==> config.mk <==
export PLATFORM = sky130hd
export DESIGN_NAME = pft_table_access
export DESIGN_NICKNAME = d
export VERILOG_FILES = /design/src/pft_pkg.sv /design/src/pft_table_access.sv
export SDC_FILE = /design/constraint.sdc
export NUM_CORES = 2
export LEC_CHECK = 0
export ABC_CLOCK_PERIOD_IN_PS = 3800
export BUFFER_PORTS_ARGS = -buffer_cell sky130_fd_sc_hd__buf_2
export CORE_AREA = 2 2 249 251
export DETAILED_ROUTE_END_ITERATION = 16
export DIE_AREA = 0 0 251 253
export PLACE_DENSITY = 0.77
export SYNTH_ARGS = -nofsm -noshare
export SYNTH_HDL_FRONTEND = slang
export SYNTH_SLANG_ARGS = --single-unit
==> constraint.sdc <==
create_clock -name clk_i -period 3.8 [get_ports clk_i]
set_input_delay 0.38 -clock clk_i [delete_from_list [all_inputs] [get_ports clk_i]]
set_output_delay 0.38 -clock clk_i [all_outputs]
set_load 0.01 [all_outputs]
==> src/pft_pkg.sv <==
// Purpose: Constants, register map and types for the program flash table access unit.
// Assumes: One 125 MHz clock, classic Wishbone slave, 8-bit registers in byte lane 0.
// Notes: Registers are single bytes; the rules of the unit follow.
// Function
// - Program and erase flash only in 64-byte rows.
// - Table read returns one byte each time.
// - No bulk erase path; row erase only.
// - Stall instruction fetch until timer ends cycle.
// - All transfers pass the 8-bit table latch.
// - Table store fills holding byte pointer[5:0].
// - Program cycle writes row pointer[21:6].
// - Row erase uses pointer[21:6], ignores [5:0].
// - Table read uses all 22 pointer bits.
// - Pointer is 22 bits from three bytes.
// - Four pointer modes: none, post-inc/dec, pre-inc.
// - Auto step touches only the low 21 bits.
// - Unlock port stores nothing, reads zero.
// - Space select bit 7 picks flash or EEPROM.
// - Config select bit 6 overrides space select.
// - Erase select bit 4 erases; completion clears.
// - Enable latch bit 2 clear inhibits cycles.
// - Abort flag bit 3 on warm reset mid-cycle or misuse.
// - Go bit 1 set-only, hardware clears.
// - Done flag set at cycle end, software clears.
// - EEPROM read bit 0 one-cycle, refused sometimes.
// - Go needs unlock pair 55h then 0AAh.
// - Holding bytes reset to FFh; FFh keeps byte.
`default_nettype none
package pft_pkg;
  // Word offsets on the Wishbone bus
  localparam logic [7:0] PFT_OFS_CONTROL = 8'h00;
  localparam logic [7:0] PFT_OFS_UNLOCK = 8'h04;
  localparam logic [7:0] PFT_OFS_LATCH = 8'h08;
  localparam logic [7:0] PFT_OFS_PTR_LOW = 8'h0c;
  localparam logic [7:0] PFT_OFS_PTR_HIGH = 8'h10;
  localparam logic [7:0] PFT_OFS_PTR_UPPER = 8'h14;
  localparam logic [7:0] PFT_OFS_TABLE_OP = 8'h18;
  localparam logic [7:0] PFT_OFS_FLAGS2 = 8'h1c;
  localparam logic [7:0] PFT_OFS_STATUS = 8'h20;
  // Bit positions in the control, flags and table operation registers
  localparam int PFT_BIT_SPACE = 7;
  localparam int PFT_BIT_CFG = 6;
  localparam int PFT_BIT_ERASE = 4;
  localparam int PFT_BIT_ABORT = 3;
  localparam int PFT_BIT_ENABLE = 2;
  localparam int PFT_BIT_GO = 1;
  localparam int PFT_BIT_EERD = 0;
  localparam int PFT_BIT_DONE = 4;
  localparam int PFT_BIT_STORE = 2;
  // Unlock keys and erased byte value
  localparam logic [7:0] PFT_KEY_FIRST = 8'h55;
  localparam logic [7:0] PFT_KEY_SECOND = 8'haa;
  localparam logic [7:0] PFT_HOLD_ERASED = 8'hff;
  localparam logic [1:0] PFT_UNL_IDLE = 2'h0;
  localparam logic [1:0] PFT_UNL_HALF = 2'h1;
  localparam logic [1:0] PFT_UNL_ARMED = 2'h2;
  // Geometry
  localparam int PFT_ROW_BYTES = 64;
  localparam int PFT_IDX_W = 6;
  localparam int PFT_PTR_W = 22;
  localparam int PFT_STEP_W = 21;
  localparam int PFT_ROW_W = 16;
  localparam int PFT_UPPER_W = 6;
  // Pointer modes of a table operation
  localparam logic [1:0] PFT_MODE_KEEP = 2'h0;
  localparam logic [1:0] PFT_MODE_POSTINC = 2'h1;
  localparam logic [1:0] PFT_MODE_POSTDEC = 2'h2;
  localparam logic [1:0] PFT_MODE_PREINC = 2'h3;
  // Targets of a timed cycle
  localparam logic [1:0] PFT_TGT_EEPROM = 2'h0;
  localparam logic [1:0] PFT_TGT_FLASH = 2'h1;
  localparam logic [1:0] PFT_TGT_CONFIG = 2'h2;
  // Timing
  localparam int PFT_CLK_MHZ = 125;
  localparam int PFT_PROG_TIME_US = 2000;
  localparam int PFT_PROG_CYCLES = PFT_PROG_TIME_US * PFT_CLK_MHZ;
  localparam int PFT_CNT_W = 20;

  typedef enum logic [1:0] {
    PFT_ST_IDLE = 2'b00,
    PFT_ST_READ = 2'b01,
    PFT_ST_PROG = 2'b10
  } pft_fsm_t;

  typedef struct packed {
    pft_fsm_t fsm;
    logic [PFT_ROW_BYTES-1:0][7:0] hold;
    logic [PFT_PTR_W-1:0] ptr;
    logic [7:0] latch;
    logic space;
    logic cfg;
    logic erase;
    logic abort;
    logic enable;
    logic go;
    logic eerd;
    logic done;
    logic [1:0] unlock;
    logic [1:0] pend_mode;
    logic [PFT_CNT_W-1:0] cnt;
    logic op_erase;
    logic [1:0] op_target;
    logic [PFT_ROW_W-1:0] op_row;
    logic ee_rd;
    logic commit;
    logic mem_rd;
    logic [PFT_PTR_W-1:0] mem_addr;
    logic ack;
    logic [31:0] rdat;
  } pft_state_t;
endpackage
`default_nettype wire

==> src/pft_table_access.sv <==
// Purpose: Table read/store, holding rows and self-timed row erase/write sequencer.
// Assumes: Flash array and EEPROM sit outside on the same clock; warm_rst_i is any
//   non power-on reset of the core.
// Notes: Registers are 8 bits wide in byte lane 0; upper bits read zero.
//
// The Wishbone interface to the registers and the register offsets were chosen for this implementation.
`timescale 1ns/1ps
`default_nettype none
module pft_table_access
  import pft_pkg::*;
#(
  parameter int PROG_CYCLES = PFT_PROG_CYCLES
) (
  // Clock and resets
  input wire logic clk_i,
  input wire logic rst_i,
  input wire logic warm_rst_i,
  // Wishbone slave
  input wire logic wb_cyc_i,
  input wire logic wb_stb_i,
  input wire logic wb_we_i,
  input wire logic [7:0] wb_adr_i,
  input wire logic [3:0] wb_sel_i,
  input wire logic [31:0] wb_dat_i,
  output logic [31:0] wb_dat_o,
  output logic wb_ack_o,
  // Program memory read port
  output logic mem_rd_o,
  output logic [PFT_PTR_W-1:0] mem_addr_o,
  input wire logic mem_rd_ack_i,
  input wire logic [7:0] mem_rd_data_i,
  // Timed cycle commit to the array
  output logic nvm_commit_o,
  output logic nvm_erase_o,
  output logic [1:0] nvm_target_o,
  output logic [PFT_ROW_W-1:0] nvm_row_o,
  output logic [PFT_ROW_BYTES*8-1:0] nvm_data_o,
  // EEPROM read, stall and done flag
  output logic ee_rd_o,
  output logic fetch_stall_o,
  output logic nvm_done_flag_o
);

  localparam logic [PFT_CNT_W-1:0] CNT_LAST = PFT_CNT_W'(PROG_CYCLES - 1);

  pft_state_t st_reg;
  pft_state_t st_next;
  logic bus_req;
  logic bus_wr;
  logic bus_rd;
  logic [7:0] wdat;

  // Step only the low 21 bits so the config space bit stays put
  function automatic logic [PFT_PTR_W-1:0] ptr_step(input logic [PFT_PTR_W-1:0] p,
                                                    input logic up);
    logic [PFT_STEP_W-1:0] low;
    low = up ? p[PFT_STEP_W-1:0] + 1'b1 : p[PFT_STEP_W-1:0] - 1'b1;
    return {p[PFT_PTR_W-1], low};
  endfunction

  // Pointer value after the operation for each mode
  function automatic logic [PFT_PTR_W-1:0] ptr_post(input logic [PFT_PTR_W-1:0] p,
                                                    input logic [1:0] mode);
    logic [PFT_PTR_W-1:0] q;
    q = p;
    if (mode == PFT_MODE_POSTINC) begin
      q = ptr_step(p, 1'b1);
    end else if (mode == PFT_MODE_POSTDEC) begin
      q = ptr_step(p, 1'b0);
    end
    return q;
  endfunction

  // Target of a timed cycle from the two select bits
  function automatic logic [1:0] sel_target(input logic cfg, input logic space);
    logic [1:0] t;
    t = space ? PFT_TGT_FLASH : PFT_TGT_EEPROM;
    if (cfg) begin
      t = PFT_TGT_CONFIG;
    end
    return t;
  endfunction

  // Bus strobes; only byte lane 0 carries register data
  assign bus_req = wb_cyc_i & wb_stb_i;
  assign bus_wr = bus_req & wb_we_i & ~st_reg.ack & wb_sel_i[0];
  assign bus_rd = bus_req & ~wb_we_i & ~st_reg.ack;
  assign wdat = wb_dat_i[7:0];

  // Next state of the whole unit
  always_comb begin
    logic [PFT_PTR_W-1:0] op_addr;
    logic [1:0] op_mode;
    op_addr = st_reg.ptr;
    op_mode = wdat[1:0];
    st_next = st_reg;
    st_next.commit = 1'b0;
    st_next.ee_rd = 1'b0;
    st_next.eerd = 1'b0;
    st_next.ack = bus_req & ~st_reg.ack;
    st_next.rdat = 32'h0;
    // Holding row returns to erased once the write has been handed over
    if (st_reg.commit && !st_reg.op_erase) begin
      st_next.hold = {PFT_ROW_BYTES{PFT_HOLD_ERASED}};
    end
    // Register reads
    if (bus_rd) begin
      case (wb_adr_i)
        PFT_OFS_CONTROL: begin
          st_next.rdat[7:0] = {st_reg.space, st_reg.cfg, 1'b0, st_reg.erase,
                               st_reg.abort, st_reg.enable, st_reg.go, st_reg.eerd};
        end
        PFT_OFS_LATCH: st_next.rdat[7:0] = st_reg.latch;
        PFT_OFS_PTR_LOW: st_next.rdat[7:0] = st_reg.ptr[7:0];
        PFT_OFS_PTR_HIGH: st_next.rdat[7:0] = st_reg.ptr[15:8];
        PFT_OFS_PTR_UPPER: st_next.rdat[PFT_UPPER_W-1:0] = st_reg.ptr[PFT_PTR_W-1:16];
        PFT_OFS_FLAGS2: st_next.rdat[PFT_BIT_DONE] = st_reg.done;
        PFT_OFS_STATUS: st_next.rdat[3:0] = {st_reg.unlock, st_reg.fsm};
        default: st_next.rdat = 32'h0; // Unlock port reads zero
      endcase
    end
    // Register writes
    if (bus_wr) begin
      case (wb_adr_i)
        PFT_OFS_CONTROL: begin
          st_next.space = wdat[PFT_BIT_SPACE];
          st_next.cfg = wdat[PFT_BIT_CFG];
          st_next.erase = wdat[PFT_BIT_ERASE];
          st_next.abort = wdat[PFT_BIT_ABORT];
          st_next.enable = wdat[PFT_BIT_ENABLE];
          // Read go refused while either select bit is one
          if (wdat[PFT_BIT_EERD] && !wdat[PFT_BIT_SPACE] && !wdat[PFT_BIT_CFG]) begin
            st_next.eerd = 1'b1;
            st_next.ee_rd = 1'b1;
          end
          // Go is set-only; a clear written here has no effect
          if (wdat[PFT_BIT_GO] && !st_reg.go) begin
            if (st_next.enable && st_reg.unlock == PFT_UNL_ARMED &&
                st_reg.fsm == PFT_ST_IDLE) begin
              st_next.go = 1'b1;
              st_next.fsm = PFT_ST_PROG;
              st_next.cnt = '0;
              st_next.op_erase = wdat[PFT_BIT_ERASE];
              st_next.op_target = sel_target(wdat[PFT_BIT_CFG], wdat[PFT_BIT_SPACE]);
              st_next.op_row = st_reg.ptr[PFT_PTR_W-1:PFT_IDX_W];
            end else begin
              st_next.abort = 1'b1;
            end
            st_next.unlock = PFT_UNL_IDLE;
          end
        end
        PFT_OFS_UNLOCK: begin
          // Only a sequencing tracker; no data is kept
          if (wdat == PFT_KEY_FIRST) begin
            st_next.unlock = PFT_UNL_HALF;
          end else if (wdat == PFT_KEY_SECOND && st_reg.unlock == PFT_UNL_HALF) begin
            st_next.unlock = PFT_UNL_ARMED;
          end else begin
            st_next.unlock = PFT_UNL_IDLE;
          end
        end
        PFT_OFS_LATCH: begin
          if (st_reg.fsm != PFT_ST_READ) begin
            st_next.latch = wdat;
          end
        end
        PFT_OFS_PTR_LOW: st_next.ptr[7:0] = wdat;
        PFT_OFS_PTR_HIGH: st_next.ptr[15:8] = wdat;
        PFT_OFS_PTR_UPPER: st_next.ptr[PFT_PTR_W-1:16] = wdat[PFT_UPPER_W-1:0];
        PFT_OFS_TABLE_OP: begin
          // Ignored while a read or timed cycle is running
          if (st_reg.fsm == PFT_ST_IDLE) begin
            if (op_mode == PFT_MODE_PREINC) begin
              op_addr = ptr_step(st_reg.ptr, 1'b1);
            end
            if (wdat[PFT_BIT_STORE]) begin
              // Store touches the holding row only, never the array
              st_next.hold[op_addr[PFT_IDX_W-1:0]] = st_reg.latch;
              st_next.ptr = ptr_post(op_addr, op_mode);
            end else begin
              st_next.mem_rd = 1'b1;
              st_next.mem_addr = op_addr;
              st_next.ptr = op_addr;
              st_next.pend_mode = op_mode;
              st_next.fsm = PFT_ST_READ;
            end
          end
        end
        PFT_OFS_FLAGS2: st_next.done = wdat[PFT_BIT_DONE];
        default: st_next.done = st_next.done;
      endcase
    end
    // Sequencer
    case (st_reg.fsm)
      PFT_ST_READ: begin
        if (mem_rd_ack_i) begin
          st_next.latch = mem_rd_data_i;
          st_next.mem_rd = 1'b0;
          st_next.ptr = ptr_post(st_reg.ptr, st_reg.pend_mode);
          st_next.fsm = PFT_ST_IDLE;
        end
      end
      PFT_ST_PROG: begin
        // Internal timer ends the cycle; the array sees one whole row
        if (st_reg.cnt == CNT_LAST) begin
          st_next.commit = 1'b1;
          st_next.go = 1'b0;
          st_next.done = 1'b1;
          st_next.fsm = PFT_ST_IDLE;
          if (st_reg.op_erase) begin
            st_next.erase = 1'b0;
          end
        end else begin
          st_next.cnt = st_reg.cnt + 1'b1;
        end
      end
      PFT_ST_IDLE: st_next.cnt = '0;
      default: st_next.fsm = PFT_ST_IDLE;
    endcase
    // A warm reset cuts a running cycle short; selects stay for tracing
    if (warm_rst_i) begin
      if (st_reg.fsm == PFT_ST_PROG) begin
        st_next.abort = 1'b1;
        st_next.commit = 1'b0;
      end
      st_next.go = 1'b0;
      st_next.mem_rd = 1'b0;
      st_next.unlock = PFT_UNL_IDLE;
      st_next.fsm = PFT_ST_IDLE;
    end
  end

  // State register; power-on leaves the holding row erased
  always_ff @(posedge clk_i) begin
    if (rst_i) begin
      st_reg <= '0;
      st_reg.hold <= {PFT_ROW_BYTES{PFT_HOLD_ERASED}};
    end else begin
      st_reg <= st_next;
    end
  end

  // Outputs straight from the state flops
  assign wb_dat_o = st_reg.rdat;
  assign wb_ack_o = st_reg.ack;
  assign mem_rd_o = st_reg.mem_rd;
  assign mem_addr_o = st_reg.mem_addr;
  assign nvm_commit_o = st_reg.commit;
  assign nvm_erase_o = st_reg.op_erase;
  assign nvm_target_o = st_reg.op_target;
  assign nvm_row_o = st_reg.op_row;
  assign nvm_data_o = st_reg.hold;
  assign ee_rd_o = st_reg.ee_rd;
  assign fetch_stall_o = st_reg.go; // Go stands exactly while the timed cycle runs
  assign nvm_done_flag_o = st_reg.done;
endmodule // pft_table_access
`default_nettype wire

==> out/qor.txt <==
Share of layout cells above drive strength 1 -> 0.241
Ys Warns -> 0
Post-synth EDFFs -> 0
Worst clock skew -> 0.0581 ns
Worst slew pin tran -> 1.36 ns
Post-synthesis sequential area ratio -> 0.394
Net load switching power -> 0.00319 W
Sequential Power Share -> 0.477
Top FF cell, synth -> dfxtp_1
Die Y -> 253 µm
Die ar. -> 63,500 µm²
CP top delay family -> simple AND/OR/NAND/NOR gates
Reg2Reg Depth -> 12
FF-to-FF setup slack -> 0.18 ns
Cells after Synth -> 3,900
Vias in the first global route -> 26,417
Half-perimeter wire length after placement -> 81.6 mm
Unrepaired setup endpoints after global routing -> no
Worst-Skew Late Latency -> 0.65 ns
Synth Area per Inst -> 8.19 µm²
Top Ports -> 650
Fin. Hold Viols -> 0
Worst IR Drop VDD -> 291 µV
Resize count post-CTS -> 0
Initial Utilization -> 0.523
Area of the multi-input gates -> 14,000 µm²
Seq cells post-synth -> 628
Crit Path Max Fanout -> 14
Vias -> 29,125
Crit path largest cell delay -> 0.76 ns
Largest cells by area after synthesis -> dfxtp_1 (39%), buf_4 (14%), nand2b_1 (5.9%)
Status -> complete, no violations
Post-synth ARST share -> 0
RR Startpoint -> st_reg[118]
Period minus WS final -> 3.62 ns
Critical path endpoint category -> register
Yosys cell types -> 94
Hold_ws -> 0.0150 ns
TritonCTS clock tree -> built
Commonest non-fill, non-tap cells in the layout -> dfxtp_1 (620), buf_2 (597), nor2_1 (418)
Number of core rows -> 91
Layout area overhead -> 7.47%
Pwr per Cell Area -> 402 nW/µm²
GRT overflow -> 0
Clock slew at reported path FFs -> 0.07 ns
Cell taking the most area after synthesis -> dfxtp_1
Gpl congestion -> 1.01
Antenna violations before repair -> 4
Cell internal pwr -> 0.0106 W
Worst rel slew slack -> 0.0925
Worst Hold End -> mem_rd_o
Post-CTS setup repair buffer count -> 0
Tcrit/Tclk final -> 0.952
# DRC -> 0
Worst Hold Depth -> 2
CP Buf/Inv Count -> 4
Clock power share -> 0.495
CTS Hold Bufs -> 0
Gr usage total -> 0.352
I/O Buffers -> 598
Commonest non-fill, non-tap cell in the layout -> dfxtp_1
CTS Buf Count -> 69
CTS sink count -> 628
Switching Fraction -> 0.232
Crit. path cell count -> 12
Die Width -> 251 µm
Max Cap Viol -> 0
First drt pass iteration count -> 10
FMAX -> 276 MHz
Logic gate share of total power -> 0.028
Leak -> 13.9 nW
# H-tree levels -> 3
Fillers -> 5,471
CP Class -> register to register
Via density -> 6.11
Synth top area share -> 0.394
Worst endpoint data arrival time -> 4.18 ns
CTS Buffer Depth -> 3
Area of the core -> 61,000 µm²
First-pass GRT wire length -> 170 mm
Root buffer cell -> clkbuf_16
Worst min path class -> input port to register
Crit path cell chain -> buf_4 > inv_1 > ha_1 > mux2i_4 > buf_4 > inv_1 > and3_1 > and2_0 > nand2_1 > o21ai_1 > o22ai_1 > nand2b_1
Final nets -> 3,986
Max reg flops -> 512
Setup-failing EPs final -> 0
Sequential cell area -> 12,600 µm²
Iteration-0 DRC Markers -> 3,863
Pin count of the biggest net entering global routing -> 270
Detail Route Antenna Nets -> 0
Worst Setup Start Kind -> register
Crit path max-delay cell type -> o21ai_1
Final WL -> 117 mm
Fin Setup TNS -> 0 ns
Worst reg2reg endpoint -> nvm_data_o[80]
Final Total Pwr -> 0.0138 W
Routed WL per cell -> 24.6 µm
Required time worst endpoint -> 4.36 ns
Hold Crit Start -> warm_rst_i
Post-Syn Area -> 31,900 µm²
Max Slew Vio Count -> 0
==> cell families (layout without fill, tap and decap cells) <==
group,Yosys count,count (layout),synth area share
xor gates and xnor gates,47,47,0.0131
adders and majority gates,5,5,0.00196
DFF,628,628,0.394
muxes,16,16,0.00545
other,1,26,0.000117
AOI/OAI and AO/OA,850,850,0.179
and+or+nand+nor,1487,1487,0.235
buffers and inverters,866,918,0.172
==> power by group through the flow <==
| stage | Combinational, W | Clock (W) | Sequential (W) |
|---|---|---|---|
| after floorplan | 0.000271 | 0 | 0.00673 |
| after global placement | 0.000368 | 0 | 0.00673 |
| after detailed placement | 0.000367 | 0 | 0.00673 |
| after CTS | 0.000367 | 0.00685 | 0.00658 |
| after global routing | 0.000395 | 0.00713 | 0.00658 |
| final | 0.000383 | 0.00682 | 0.00658 |
==> area by class of cell <==
cell class | count | area share
clock buffer | 97 | 0.0572
inverter | 14 | 0.00153
antenna | 2 | 0.000146
sequential | 628 | 0.367
multi-input combinational | 2429 | 0.408
clock inverter | 27 | 0.00908
tap | 790 | 0.0288
timing repair buffer | 780 | 0.128
==> how the worst max path moves through the flow <==
stage                      from             end  slack (ns)
floorplan           st_reg[118]     st_reg[133]        0.76
global placement    st_reg[118]  nvm_data_o[84]        0.36
detailed placement  st_reg[118]  nvm_data_o[80]        0.30
CTS                 st_reg[118]  nvm_data_o[80]        0.23
global route        st_reg[118]  nvm_data_o[80]        0.06
finish              st_reg[118]  nvm_data_o[80]        0.18
==> routing by layer <==
layer  global-route usage  up-vias  part of all wire
li1                     -    13055                 -
met4                0.210        2             0.066
met1                0.436    13759              0.38
met2                0.551     1869              0.45
met3               0.0914      440              0.11
met5                    0        -           0.00011
==> cells in the mapped netlist, drive strengths merged, types with 5 or more instances <==
cell type,count
buf,618
a221oi,15
nand4,24
a21o,6
mux2i,15
and2,19
dfxtp,628
clkbuf,234
or3,25
nor4,31
and3,19
o211ai,8
a22oi,13
xnor2,32
o21bai,227
nand3,55
a21oi,87
nor2,426
a31oi,21
nor4b,10
nor2b,7
and4,9
xor2,15
inv,12
o31a,5
or2,15
o21ai,98
o21a,5
o22ai,270
nand3b,10
nand2,219
nand2b,299
nor3,298
o32ai,14
ha,5
or4,8
a222oi,7
a211oi,37
==> metrics by stage <==
stage | setup slack [ns] | cell area, µm² | std cells | utilization
after floorplan | 0.759 | 32000 | 3923 | -
after global placement | 0.359 | 32000 | 4641 | 0.525
after detailed placement | 0.297 | 32000 | 4641 | 0.525
after CTS | 0.234 | 34300 | 4765 | 0.562
after global routing | 0.0558 | 34300 | 4767 | 0.562
final | 0.181 | 34300 | 4767 | 0.562
(Power assumes the default switching activity.)
